===== src/inc/sim_pkg.sv =====
// What this block does
// watchdog underflow drives the reset pin low for at least the minimum pulse.
// while supply is below threshold, hold static reset and drive reset pin low.
// with the undervoltage detector option off, its reset flag is don't-care.
// bit 5 follows the selected comparator live: 1 below threshold, 0 above.
// auxiliary monitor flag and interrupt work only with undervoltage detector on.
// bit 7 selects the source: 0 main supply, 1 external voltage pin.
// with bit 6 set, each change of the warning flag raises an interrupt.
// the warning request clears itself when its service routine is entered.
// a crossing during the 256 or 4096 cycle reset delay raises no interrupt.
// enabling the warning interrupt while below threshold raises one immediately.
// bit 3 is reserved: reads zero, software writes zero.
// bit 4 is set by an undervoltage reset, cleared only by writing zero.
// lost main clock switches the cpu to the safe oscillator, back on recovery.
// bit 1 sets while safe clock is used, clears on a read after recovery.
// bit 2 enables the clock failure interrupt; no effect with supervisor off.
// with the clock supervisor option off, bit 1 reads zero.
// main clock glitch filtering is active only when the PLL is enabled.
// both interrupts wake from wait; neither wakes from halt.
// halt stops the supervisor; config resumes after interrupt wake, reset clears it.
// an interrupt needs its enable set and the global mask cleared.
// reset clears all bits except the two reset-cause flags, bits 4 and 0.
// bit 0 sets on watchdog reset, clears by writing zero or undervoltage reset.
// the undervoltage flag survives later external or watchdog resets.
// minimum watchdog reset pulse is a parameter counted in cpu cycles.
package sim_pkg;
  localparam int ADDR_W = 8;
  localparam logic [ADDR_W-1:0] ICSR_OFFSET = 8'h00;
  localparam int MIN_RST_PULSE = 16;
  localparam int RST_DELAY_SHORT = 256;
  localparam int RST_DELAY_LONG = 4096;
  localparam int CNT_W = 13;
  // reset values of the software-owned bits and the clock failure flag
  localparam logic SRC_SEL_RST = 1'b0;
  localparam logic V_IE_RST = 1'b0;
  localparam logic C_IE_RST = 1'b0;
  localparam logic C_DET_RST = 1'b0;
  // field positions
  localparam int SRC_SEL_BIT = 7;
  localparam int V_IE_BIT = 6;
  localparam int V_FLAG_BIT = 5;
  localparam int UV_FLAG_BIT = 4;
  localparam int C_IE_BIT = 2;
  localparam int C_DET_BIT = 1;
  localparam int WD_FLAG_BIT = 0;

  typedef struct packed {
    logic monitor_source_select;
    logic voltage_warn_irq_enable;
    logic voltage_warn_flag;
    logic undervoltage_reset_flag;
    logic rsvd;
    logic clock_fail_irq_enable;
    logic clock_fail_detected;
    logic watchdog_reset_flag;
  } icsr_s;

  typedef struct packed {
    logic uv_en;
    logic css_en;
    logic pll_en;
    logic long_delay;
  } opt_s;
endpackage


===== src/rtl/system_integrity_monitor.sv =====
`timescale 1ns/1ps
module system_integrity_monitor #(
  parameter int MIN_PULSE = sim_pkg::MIN_RST_PULSE,
  parameter int DELAY_SHORT = sim_pkg::RST_DELAY_SHORT,
  parameter int DELAY_LONG = sim_pkg::RST_DELAY_LONG
) (
  input wire logic CLK_IN, // cpu clock, 125 MHz
  input wire logic RESET_IN, // sync reset from the sequencer
  input wire logic CE_IN, // clock enable, freezes all state while RESET_IN is low
  input wire sim_pkg::opt_s OPT_IN, // option straps, caught during reset
  input wire logic PSEL_IN, // apb select
  input wire logic PENABLE_IN, // apb enable
  input wire logic PWRITE_IN, // apb direction
  input wire logic [sim_pkg::ADDR_W-1:0] PADDR_IN, // apb byte address
  input wire logic [31:0] PWDATA_IN, // apb write data
  output logic PREADY_OUT, // apb ready
  output logic PSLVERR_OUT, // apb error on unmapped address
  output logic [31:0] PRDATA_OUT, // apb read data
  input wire logic SUPPLY_LOW_IN, // async: supply below reset threshold
  input wire logic VDD_WARN_IN, // async: main supply warning comparator
  input wire logic EXT_WARN_IN, // async: external pin warning comparator
  input wire logic MAIN_CLK_OK_IN, // async: main oscillator present
  input wire logic WDG_UNDERFLOW_IN, // watchdog underflow pulse
  input wire logic GLOBAL_MASK_IN, // cpu global interrupt mask
  input wire logic WAIT_IN, // cpu in wait mode
  input wire logic HALT_IN, // cpu in halt mode
  input wire logic V_ACK_IN, // pulse: warning service routine entered
  input wire logic C_ACK_IN, // pulse: clock failure routine entered
  output logic RST_PIN_OUT, // reset pin output level, always low
  output logic RST_PIN_OE_OUT, // reset pin pulled low while high
  output logic CPU_RST_OUT, // cpu held in reset incl. delay phase
  output logic CLK_SEL_SAFE_OUT, // cpu clock taken from safe oscillator
  output logic SAFE_OSC_EN_OUT, // safe oscillator running
  output logic GLITCH_FILT_EN_OUT, // main clock glitch filter on
  output logic VOLT_WARN_IRQ_OUT, // voltage warning interrupt request
  output logic CLK_FAIL_IRQ_OUT, // clock failure interrupt request
  output logic WAKE_OUT // wake request out of wait
);

  function automatic logic reg_hit(input logic [sim_pkg::ADDR_W-1:0] a);
    reg_hit = (a == sim_pkg::ICSR_OFFSET);
  endfunction

  ////////////////////////////////////////////////////////////////////////
  // input synchronisers and option capture

  logic [3:0] sync1;
  logic [3:0] sync2;
  sim_pkg::opt_s opt;

  always_ff @(posedge CLK_IN) begin
    if (CE_IN) begin
      sync1 <= {MAIN_CLK_OK_IN, EXT_WARN_IN, VDD_WARN_IN, SUPPLY_LOW_IN};
      sync2 <= sync1;
    end
  end

  // straps are sampled while the sequencer holds reset, then stay put
  always_ff @(posedge CLK_IN) begin
    if (CE_IN && RESET_IN) begin
      opt <= OPT_IN;
    end
  end

  logic supply_low;
  logic vdd_warn;
  logic ext_warn;
  logic main_ok;
  logic uv_active;
  assign supply_low = sync2[0];
  assign vdd_warn = sync2[1];
  assign ext_warn = sync2[2];
  assign main_ok = sync2[3];
  assign uv_active = opt.uv_en && supply_low;

  ////////////////////////////////////////////////////////////////////////
  // reset generation

  logic [sim_pkg::CNT_W-1:0] wdg_cnt;
  logic [sim_pkg::CNT_W-1:0] dly_cnt;
  logic [sim_pkg::CNT_W-1:0] next_wdg_cnt;
  logic [sim_pkg::CNT_W-1:0] next_dly_cnt;
  logic next_pin_drv;

  always_comb begin
    next_wdg_cnt = wdg_cnt;
    if (WDG_UNDERFLOW_IN) begin
      next_wdg_cnt = sim_pkg::CNT_W'(MIN_PULSE);
    end else if (uv_active) begin
      // power-on passes here too, so the counter leaves its unknown start value
      next_wdg_cnt = '0;
    end else if (wdg_cnt != '0) begin
      next_wdg_cnt = wdg_cnt - 1'b1;
    end
    next_pin_drv = uv_active || (next_wdg_cnt != '0);
    next_dly_cnt = dly_cnt;
    if (next_pin_drv) begin
      next_dly_cnt = opt.long_delay ? sim_pkg::CNT_W'(DELAY_LONG) : sim_pkg::CNT_W'(DELAY_SHORT);
    end else if (dly_cnt != '0) begin
      next_dly_cnt = dly_cnt - 1'b1;
    end
  end

  // not cleared by RESET_IN: the sequencer resets because of this pulse
  always_ff @(posedge CLK_IN) begin
    if (CE_IN) begin
      wdg_cnt <= next_wdg_cnt;
      dly_cnt <= next_dly_cnt;
      RST_PIN_OE_OUT <= next_pin_drv;
      // the old count keeps the cpu in reset for the full delay after the pin lets go
      CPU_RST_OUT <= next_pin_drv || (dly_cnt != '0);
      RST_PIN_OUT <= 1'b0;
    end
  end

  ////////////////////////////////////////////////////////////////////////
  // apb slave and register

  // each field is its own flop so that every process owns what it writes
  logic src_sel;
  logic v_ie;
  logic v_flag;
  logic uv_flag;
  logic c_ie;
  logic c_det;
  logic wd_flag;
  sim_pkg::icsr_s icsr;
  always_comb begin
    icsr = '0;
    icsr.monitor_source_select = src_sel;
    icsr.voltage_warn_irq_enable = v_ie;
    icsr.voltage_warn_flag = v_flag;
    icsr.undervoltage_reset_flag = uv_flag;
    icsr.rsvd = 1'b0;
    icsr.clock_fail_irq_enable = c_ie;
    icsr.clock_fail_detected = c_det;
    icsr.watchdog_reset_flag = wd_flag;
  end
  logic acc_edge;
  logic wr_hit;
  logic rd_hit;
  assign acc_edge = CE_IN && PSEL_IN && PENABLE_IN && PREADY_OUT;
  assign wr_hit = acc_edge && PWRITE_IN && reg_hit(PADDR_IN);
  assign rd_hit = acc_edge && !PWRITE_IN && reg_hit(PADDR_IN);

  sim_pkg::icsr_s rd_view;
  always_comb begin
    rd_view = icsr;
    rd_view.rsvd = 1'b0;
    rd_view.clock_fail_detected = icsr.clock_fail_detected && opt.css_en;
  end

  // one wait-free access phase: ready is raised by the setup cycle
  always_ff @(posedge CLK_IN) begin
    if (RESET_IN) begin
      PREADY_OUT <= 1'b0;
      PSLVERR_OUT <= 1'b0;
      PRDATA_OUT <= 32'h00000000;
    end else if (CE_IN) begin
      PREADY_OUT <= PSEL_IN && !PENABLE_IN;
      PSLVERR_OUT <= PSEL_IN && !PENABLE_IN && !reg_hit(PADDR_IN);
      if (PSEL_IN && !PENABLE_IN && !PWRITE_IN && reg_hit(PADDR_IN)) begin
        PRDATA_OUT <= {24'h000000, rd_view};
      end else begin
        PRDATA_OUT <= 32'h00000000;
      end
    end
  end

  // software bits: halt leaves them untouched, reset clears them
  always_ff @(posedge CLK_IN) begin
    if (RESET_IN) begin
      src_sel <= sim_pkg::SRC_SEL_RST;
      v_ie <= sim_pkg::V_IE_RST;
      c_ie <= sim_pkg::C_IE_RST;
    end else if (wr_hit) begin
      src_sel <= PWDATA_IN[sim_pkg::SRC_SEL_BIT];
      v_ie <= PWDATA_IN[sim_pkg::V_IE_BIT];
      c_ie <= PWDATA_IN[sim_pkg::C_IE_BIT];
    end
  end

  // reset-cause flags ride through RESET_IN; hardware set beats a write of zero
  always_ff @(posedge CLK_IN) begin
    if (CE_IN) begin
      if (uv_active) begin
        uv_flag <= 1'b1;
      end else if (wr_hit && !PWDATA_IN[sim_pkg::UV_FLAG_BIT]) begin
        uv_flag <= 1'b0;
      end
      if (WDG_UNDERFLOW_IN) begin
        wd_flag <= 1'b1;
      end else if (uv_active) begin
        wd_flag <= 1'b0;
      end else if (wr_hit && !PWDATA_IN[sim_pkg::WD_FLAG_BIT]) begin
        wd_flag <= 1'b0;
      end
    end
  end

  ////////////////////////////////////////////////////////////////////////
  // auxiliary voltage monitor

  logic next_v_flag;
  logic v_ie_d;
  logic v_pend;
  logic v_set;
  assign next_v_flag = opt.uv_en && (icsr.monitor_source_select ? ext_warn : vdd_warn);
  // no request while the cpu sits in reset or its delay phase
  assign v_set = opt.uv_en && !CPU_RST_OUT && icsr.voltage_warn_irq_enable
    && ((next_v_flag != icsr.voltage_warn_flag) || !v_ie_d && icsr.voltage_warn_flag);

  always_ff @(posedge CLK_IN) begin
    if (RESET_IN) begin
      v_flag <= 1'b0;
      v_ie_d <= 1'b0;
      v_pend <= 1'b0;
    end else if (CE_IN) begin
      v_flag <= next_v_flag;
      v_ie_d <= icsr.voltage_warn_irq_enable;
      if (v_set) begin
        v_pend <= 1'b1;
      end else if (V_ACK_IN) begin
        v_pend <= 1'b0;
      end
    end
  end

  ////////////////////////////////////////////////////////////////////////
  // clock supervisor

  logic css_run;
  logic c_pend;
  assign css_run = opt.css_en && !HALT_IN;

  always_ff @(posedge CLK_IN) begin
    if (RESET_IN) begin
      CLK_SEL_SAFE_OUT <= 1'b0;
      SAFE_OSC_EN_OUT <= 1'b0;
      GLITCH_FILT_EN_OUT <= 1'b0;
      c_det <= sim_pkg::C_DET_RST;
      c_pend <= 1'b0;
    end else if (CE_IN) begin
      CLK_SEL_SAFE_OUT <= css_run && !main_ok;
      SAFE_OSC_EN_OUT <= css_run;
      GLITCH_FILT_EN_OUT <= opt.pll_en;
      if (CLK_SEL_SAFE_OUT) begin
        c_det <= 1'b1;
      end else if (rd_hit && main_ok) begin
        c_det <= 1'b0;
      end
      if (opt.css_en && CLK_SEL_SAFE_OUT && !icsr.clock_fail_detected) begin
        c_pend <= 1'b1;
      end else if (C_ACK_IN) begin
        c_pend <= 1'b0;
      end
    end
  end

  ////////////////////////////////////////////////////////////////////////
  // interrupt requests and wake

  logic v_req;
  logic c_req;
  assign v_req = v_pend && icsr.voltage_warn_irq_enable && opt.uv_en;
  assign c_req = c_pend && icsr.clock_fail_irq_enable && opt.css_en;

  always_ff @(posedge CLK_IN) begin
    if (RESET_IN) begin
      VOLT_WARN_IRQ_OUT <= 1'b0;
      CLK_FAIL_IRQ_OUT <= 1'b0;
      WAKE_OUT <= 1'b0;
    end else if (CE_IN) begin
      VOLT_WARN_IRQ_OUT <= v_req && !GLOBAL_MASK_IN;
      CLK_FAIL_IRQ_OUT <= c_req && !GLOBAL_MASK_IN;
      // halt ignores both sources, wait is left on either
      WAKE_OUT <= (v_req || c_req) && WAIT_IN && !HALT_IN;
    end
  end
endmodule // system_integrity_monitor


===== config.mk =====
export PLATFORM = sky130hd
export DESIGN_NAME = system_integrity_monitor
export DESIGN_NICKNAME = d
export VERILOG_FILES = /design/src/inc/sim_pkg.sv /design/src/rtl/system_integrity_monitor.sv
export SDC_FILE = /design/constraint.sdc
export NUM_CORES = 1
export LEC_CHECK = 0
export ABC_CLOCK_PERIOD_IN_PS = 3400
export BUFFER_PORTS_ARGS = -buffer_cell sky130_fd_sc_hd__buf_4
export CAP_MARGIN = 20
export CORE_MARGIN = 8
export CORE_UTILIZATION = 42
export DETAILED_ROUTE_END_ITERATION = 10
export HOLD_SLACK_MARGIN = 0.05
export PLACE_DENSITY = 0.68
export SLEW_MARGIN = 15
export SYNTH_ARGS = -nofsm -noshare
export SYNTH_HDL_FRONTEND = slang
export SYNTH_SLANG_ARGS = --single-unit

===== constraint.sdc =====
create_clock -name CLK_IN -period 3.4 [get_ports CLK_IN]
set_input_delay 0.68 -clock CLK_IN [delete_from_list [all_inputs] [get_ports CLK_IN]]
set_output_delay 0.68 -clock CLK_IN [all_outputs]
set_load 0.02 [all_outputs]

==> results.md <==
Critical path:
- The classification of the worst setup path is flip-flop to flip-flop.
- The cell that appears most often on the critical path is sky130_fd_sc_hd__buf_4.
- Data arrives at the worst endpoint at 3.10 ns.
- STA classifies the critical path startpoint as a flip-flop.
- The buffering stage count on the worst path with inverters included is 2.
- On the worst path, the slowest cell contributes a delay of 0.58 ns.
- The family with the most delay on the worst path is compound AO/OA/AOI/OAI gates.
- The maximum fanout along the worst path is 8.
- The critical path goes through buf_4 -> or4_4 -> a2111oi_4 -> xnor2_1 -> nand3_1 -> o311a_1 -> nor3_4 -> a21oi_1 -> buf_4.
- Among all stages on the critical path, the largest delay is contributed by sky130_fd_sc_hd__or4_4.
- The capturing element type of the critical path is a flip-flop.
- The data required time of the worst path is 3.45 ns.

Floorplan:
- The initial utilization of the core area, before any placement, comes to 43.00%.
- The height of the die is 104.5 µm.
- The die covers 10920 µm².
- The core area is 7647 µm².
- The floorplan step set the die width to 104.5 µm.
- Pin placement for this block handled 103 I/O pins.
- After floorplanning, the core was divided into 32 placement rows.

Synthesis:
- Multiplexer cells account for 3.120% of the synthesized area.
- The synthesized netlist occupies a cell area of 3288 µm².
- The synthesis-stage register bit count is 65.
- In this run, synthesis inferred 42 flip-flops with an integrated enable.
- After synthesis, the share of flip-flops with an asynchronous set or reset is 0%.
- The warning count from the yosys run is 0.
- The gate count of the mapped netlist is 315.
- Summing the areas of all xor and xnor instances in the mapped netlist gives 3.995% of the synthesized area.
- The post-synthesis cell type count is 54.
- The synthesized netlist devotes 9.399% of its cell area to compound gates.
- For this run, the leading register cell type out of synthesis is sky130_fd_sc_hd__edfxtp_1.
- The largest family of logic cells by synthesized area is simple AND/OR/NAND/NOR gates.
- A synthesized cell averages 10.44 µm².
- Summing the areas of all and, or, nand and nor instances in the mapped netlist gives 20.89% of the synthesized area.
- The proportion of synthesized chip area in sequential cells is 52.36%.
- The share of synthesized cell area in full adder, half adder and majority cells is 1.142%.

Routing:
- The first routing iteration left 114 violations.
- The number of iterations in the first detailed-routing pass is 4.
- The number of vias per cell after detailed routing is 4.936.
- The routed length per placed instance is 14.23 µm.
- In this run the remaining antenna-violating nets after routing total 0.
- In the routed design, unresolved DRC markers number 0.
- The final route contains 2389 vias.
- The aggregate routed wire length is 6889 µm.

Finish:
- The share of layout cells above drive strength 1 is 24.61%.
- The finished cells cover 3913 µm².
- The final antenna diode count is 0.
- The count of fill cells added during filler insertion is 713.
- From synthesis to final layout, the design area changed by 18.99%.
- The layout net count is 440.

Pwr:
- The analysis attributes to net switching a power of 0.0004480 W.
- The leakage power total is 1.508 nW.
- The total power density per cell area is 432.7 nW/µm².
- Combinational logic is responsible for 11.9% of the overall power.
- The switching power as a share of total power is 26.46%.
- The highest ir drop seen on vdd is 0.2507 mV.
- The design draws 0.001693 W.
- Per report_power, the sequential group accounts for 53.3% of the total.
- The share of total power dissipated in the clock network is 34.8%.
- The internal power of the cells is 0.001245 W.

Timing:
- The maximum clock skew at final layout is 0.01054 ns.
- The count of final max-slew check failures is 0.
- In the post-route analysis, the smallest setup slack over all paths is 0.3535 ns.
- The worst hold slack after final layout is 0.4202 ns.
- The slew of the pin with the lowest slew margin is 0.5732 ns.
- The count of endpoints failing hold in the final timing report is 0.
- Dividing the final minimum period by the clock period gives 89.60%.
- The headroom to the max-slew limit is 61.79%.
- The setup violation total in the final timing report is 0.
- Derived from the worst setup path, the maximum achievable clock frequency is 328.2 MHz.
- The final critical-path required period is 3.046 ns.
- Setup repair after global routing left no endpoint under its margin.
- Adding up every negative setup slack in the final design gives 0 ns.

Clocking:
- The tree is rooted in a sky130_fd_sc_hd__clkbuf_8.
- The longest clock path from root to sink contains 2 buffers.
- CTS built an H-tree with a depth of 3.
- Once the clock tree was built, the setup fixing pass inserted 0 buffers.
- The number of gates resized after CTS was 0.
- The count of hold buffers inserted by post-cts repair is 0.
- The clock transition at the registers of the reported paths is 0.08 ns.
- TritonCTS created 9 clock buffers.
- TritonCTS built the clock tree.
- At the later pin of the worst-skew pair, clock insertion delay measures 0.34 ns.
- The clock sink total is 65.

Global route:
- Global routing finished with a remaining overflow of 0.
- The global router's overall resource usage is 12.92%.
- The via count of the first global-routing pass was 2445.
- The first global-routing pass estimated 11680 µm of wire.
- The number of antenna violations at the first check in global routing is 0.
- The maximum number of pins on one net before global-route repair is 25.

Placed design:
- At the end of routability-driven placement, the weighted congestion stood at 0.8537.
- At the placement stage, the worst setup path has a slack of 0.3490 ns.
- The number of buffers added on ports is 49.
- Once detailed placement completed, the half-perimeter wirelength came to 5141 µm.
- The placed instances occupy a cell area of 3732 µm².

Status:
- The run finished with clean final reports.

Flow run:
- Across the run, the number of max-cap violations was 0.

Min path:
- The tightest min-delay check is of the flip-flop to flip-flop type.
-- registers in the layout, indices dropped and copies added (netlist names), 4 cells and up --
| register | flops |
|---|---|
| sync1 | 4 |
| opt | 4 |
| sync2 | 4 |
| dly_cnt | 13 |
| PRDATA_OUT | 7 |
| wdg_cnt | 13 |
-- synth_stat cells, types with 8 or more instances --
| cell | number | area, µm² |
|---|---|---|
| sky130_fd_sc_hd__xnor2_1 | 9 | 78.83 |
| sky130_fd_sc_hd__buf_4 | 26 | 195.2 |
| sky130_fd_sc_hd__clkbuf_1 | 8 | 30.03 |
| sky130_fd_sc_hd__inv_1 | 9 | 33.78 |
| sky130_fd_sc_hd__a21oi_1 | 20 | 100.1 |
| sky130_fd_sc_hd__nor2_1 | 48 | 180.2 |
| sky130_fd_sc_hd__edfxtp_1 | 42 | 1261 |
| sky130_fd_sc_hd__nand3_1 | 9 | 45.04 |
| sky130_fd_sc_hd__nand2_1 | 20 | 75.07 |
| sky130_fd_sc_hd__mux2i_1 | 8 | 80.08 |
| sky130_fd_sc_hd__dfxtp_1 | 23 | 460.4 |
-- placed cells by master (no fill, tap or decap), types with 7 or more instances in the layout --
cell type	count
sky130_fd_sc_hd__clkbuf_8	10
sky130_fd_sc_hd__nand3_1	9
sky130_fd_sc_hd__buf_4	64
sky130_fd_sc_hd__conb_1	26
sky130_fd_sc_hd__dfxtp_1	23
sky130_fd_sc_hd__nor4_1	7
sky130_fd_sc_hd__a21oi_1	20
sky130_fd_sc_hd__mux2i_1	8
sky130_fd_sc_hd__inv_1	9
sky130_fd_sc_hd__nand2_1	20
sky130_fd_sc_hd__o21ai_0	7
sky130_fd_sc_hd__nor2_1	48
sky130_fd_sc_hd__edfxtp_1	42
sky130_fd_sc_hd__xnor2_1	9
-- metrics by stage --
stage	std cells	util, %
after detailed placement	468	48.81
final	484	51.16
after global placement	467	48.71
after CTS	484	51.16
after global routing	484	51.16
after floorplan	340	-
-- layout make-up --
cell class,count,area [µm²],area share [%]
clock buffer,10,137.6,3.518
sequential,65,1722,44.00
multi-input combinational,227,1365,34.89
inverter,10,37.54,0.9594
clock inverter,6,42.54,1.087
timing repair buffer,64,480.5,12.28
tap,102,127.6,3.262
-- power by group through the flow --
stage	Combinational (W)	Sequential, W	Clock, W
after floorplan	0.000147	0.000916	0
after global routing	0.000221	0.000907	0.000645
after CTS	0.000200	0.000902	0.000608
after detailed placement	0.000199	0.000920	0
after global placement	0.000195	0.000919	0
final	0.000201	0.000903	0.000590
-- metal layers --
metal  up-vias  wire (µm)  global-route usage (%)
li1       1204          -                       -
met1      1109       3140                   15.67
met2        65       3231                   20.45
met3        11        406                   4.213
met4         0        110                   5.584
met5         -          0                       0
-- final timing paths --
kind	start	end	slack, ns	cells past startpoint
hold reg to reg	sync1[0]	sync2[0]	0.42	0
setup / recovery	wdg_cnt[1]	dly_cnt[4]	0.35	9
hold / removal	sync1[0]	sync2[0]	0.42	0
setup reg to reg	wdg_cnt[1]	dly_cnt[4]	0.35	9
-- kinds of logic (layout without fill, tap and decap cells) --
kind of cell,count (synthesis),after routing
and+or+nand+nor,126,126
xor gates and xnor gates,15,15
AOI/OAI and AO/OA,47,47
other,1,26
muxes,10,10
buffers and inverters,48,90
adders and majority gates,3,3
DFF,65,65
No activity file was read; power rests on OpenSTA's default activity.
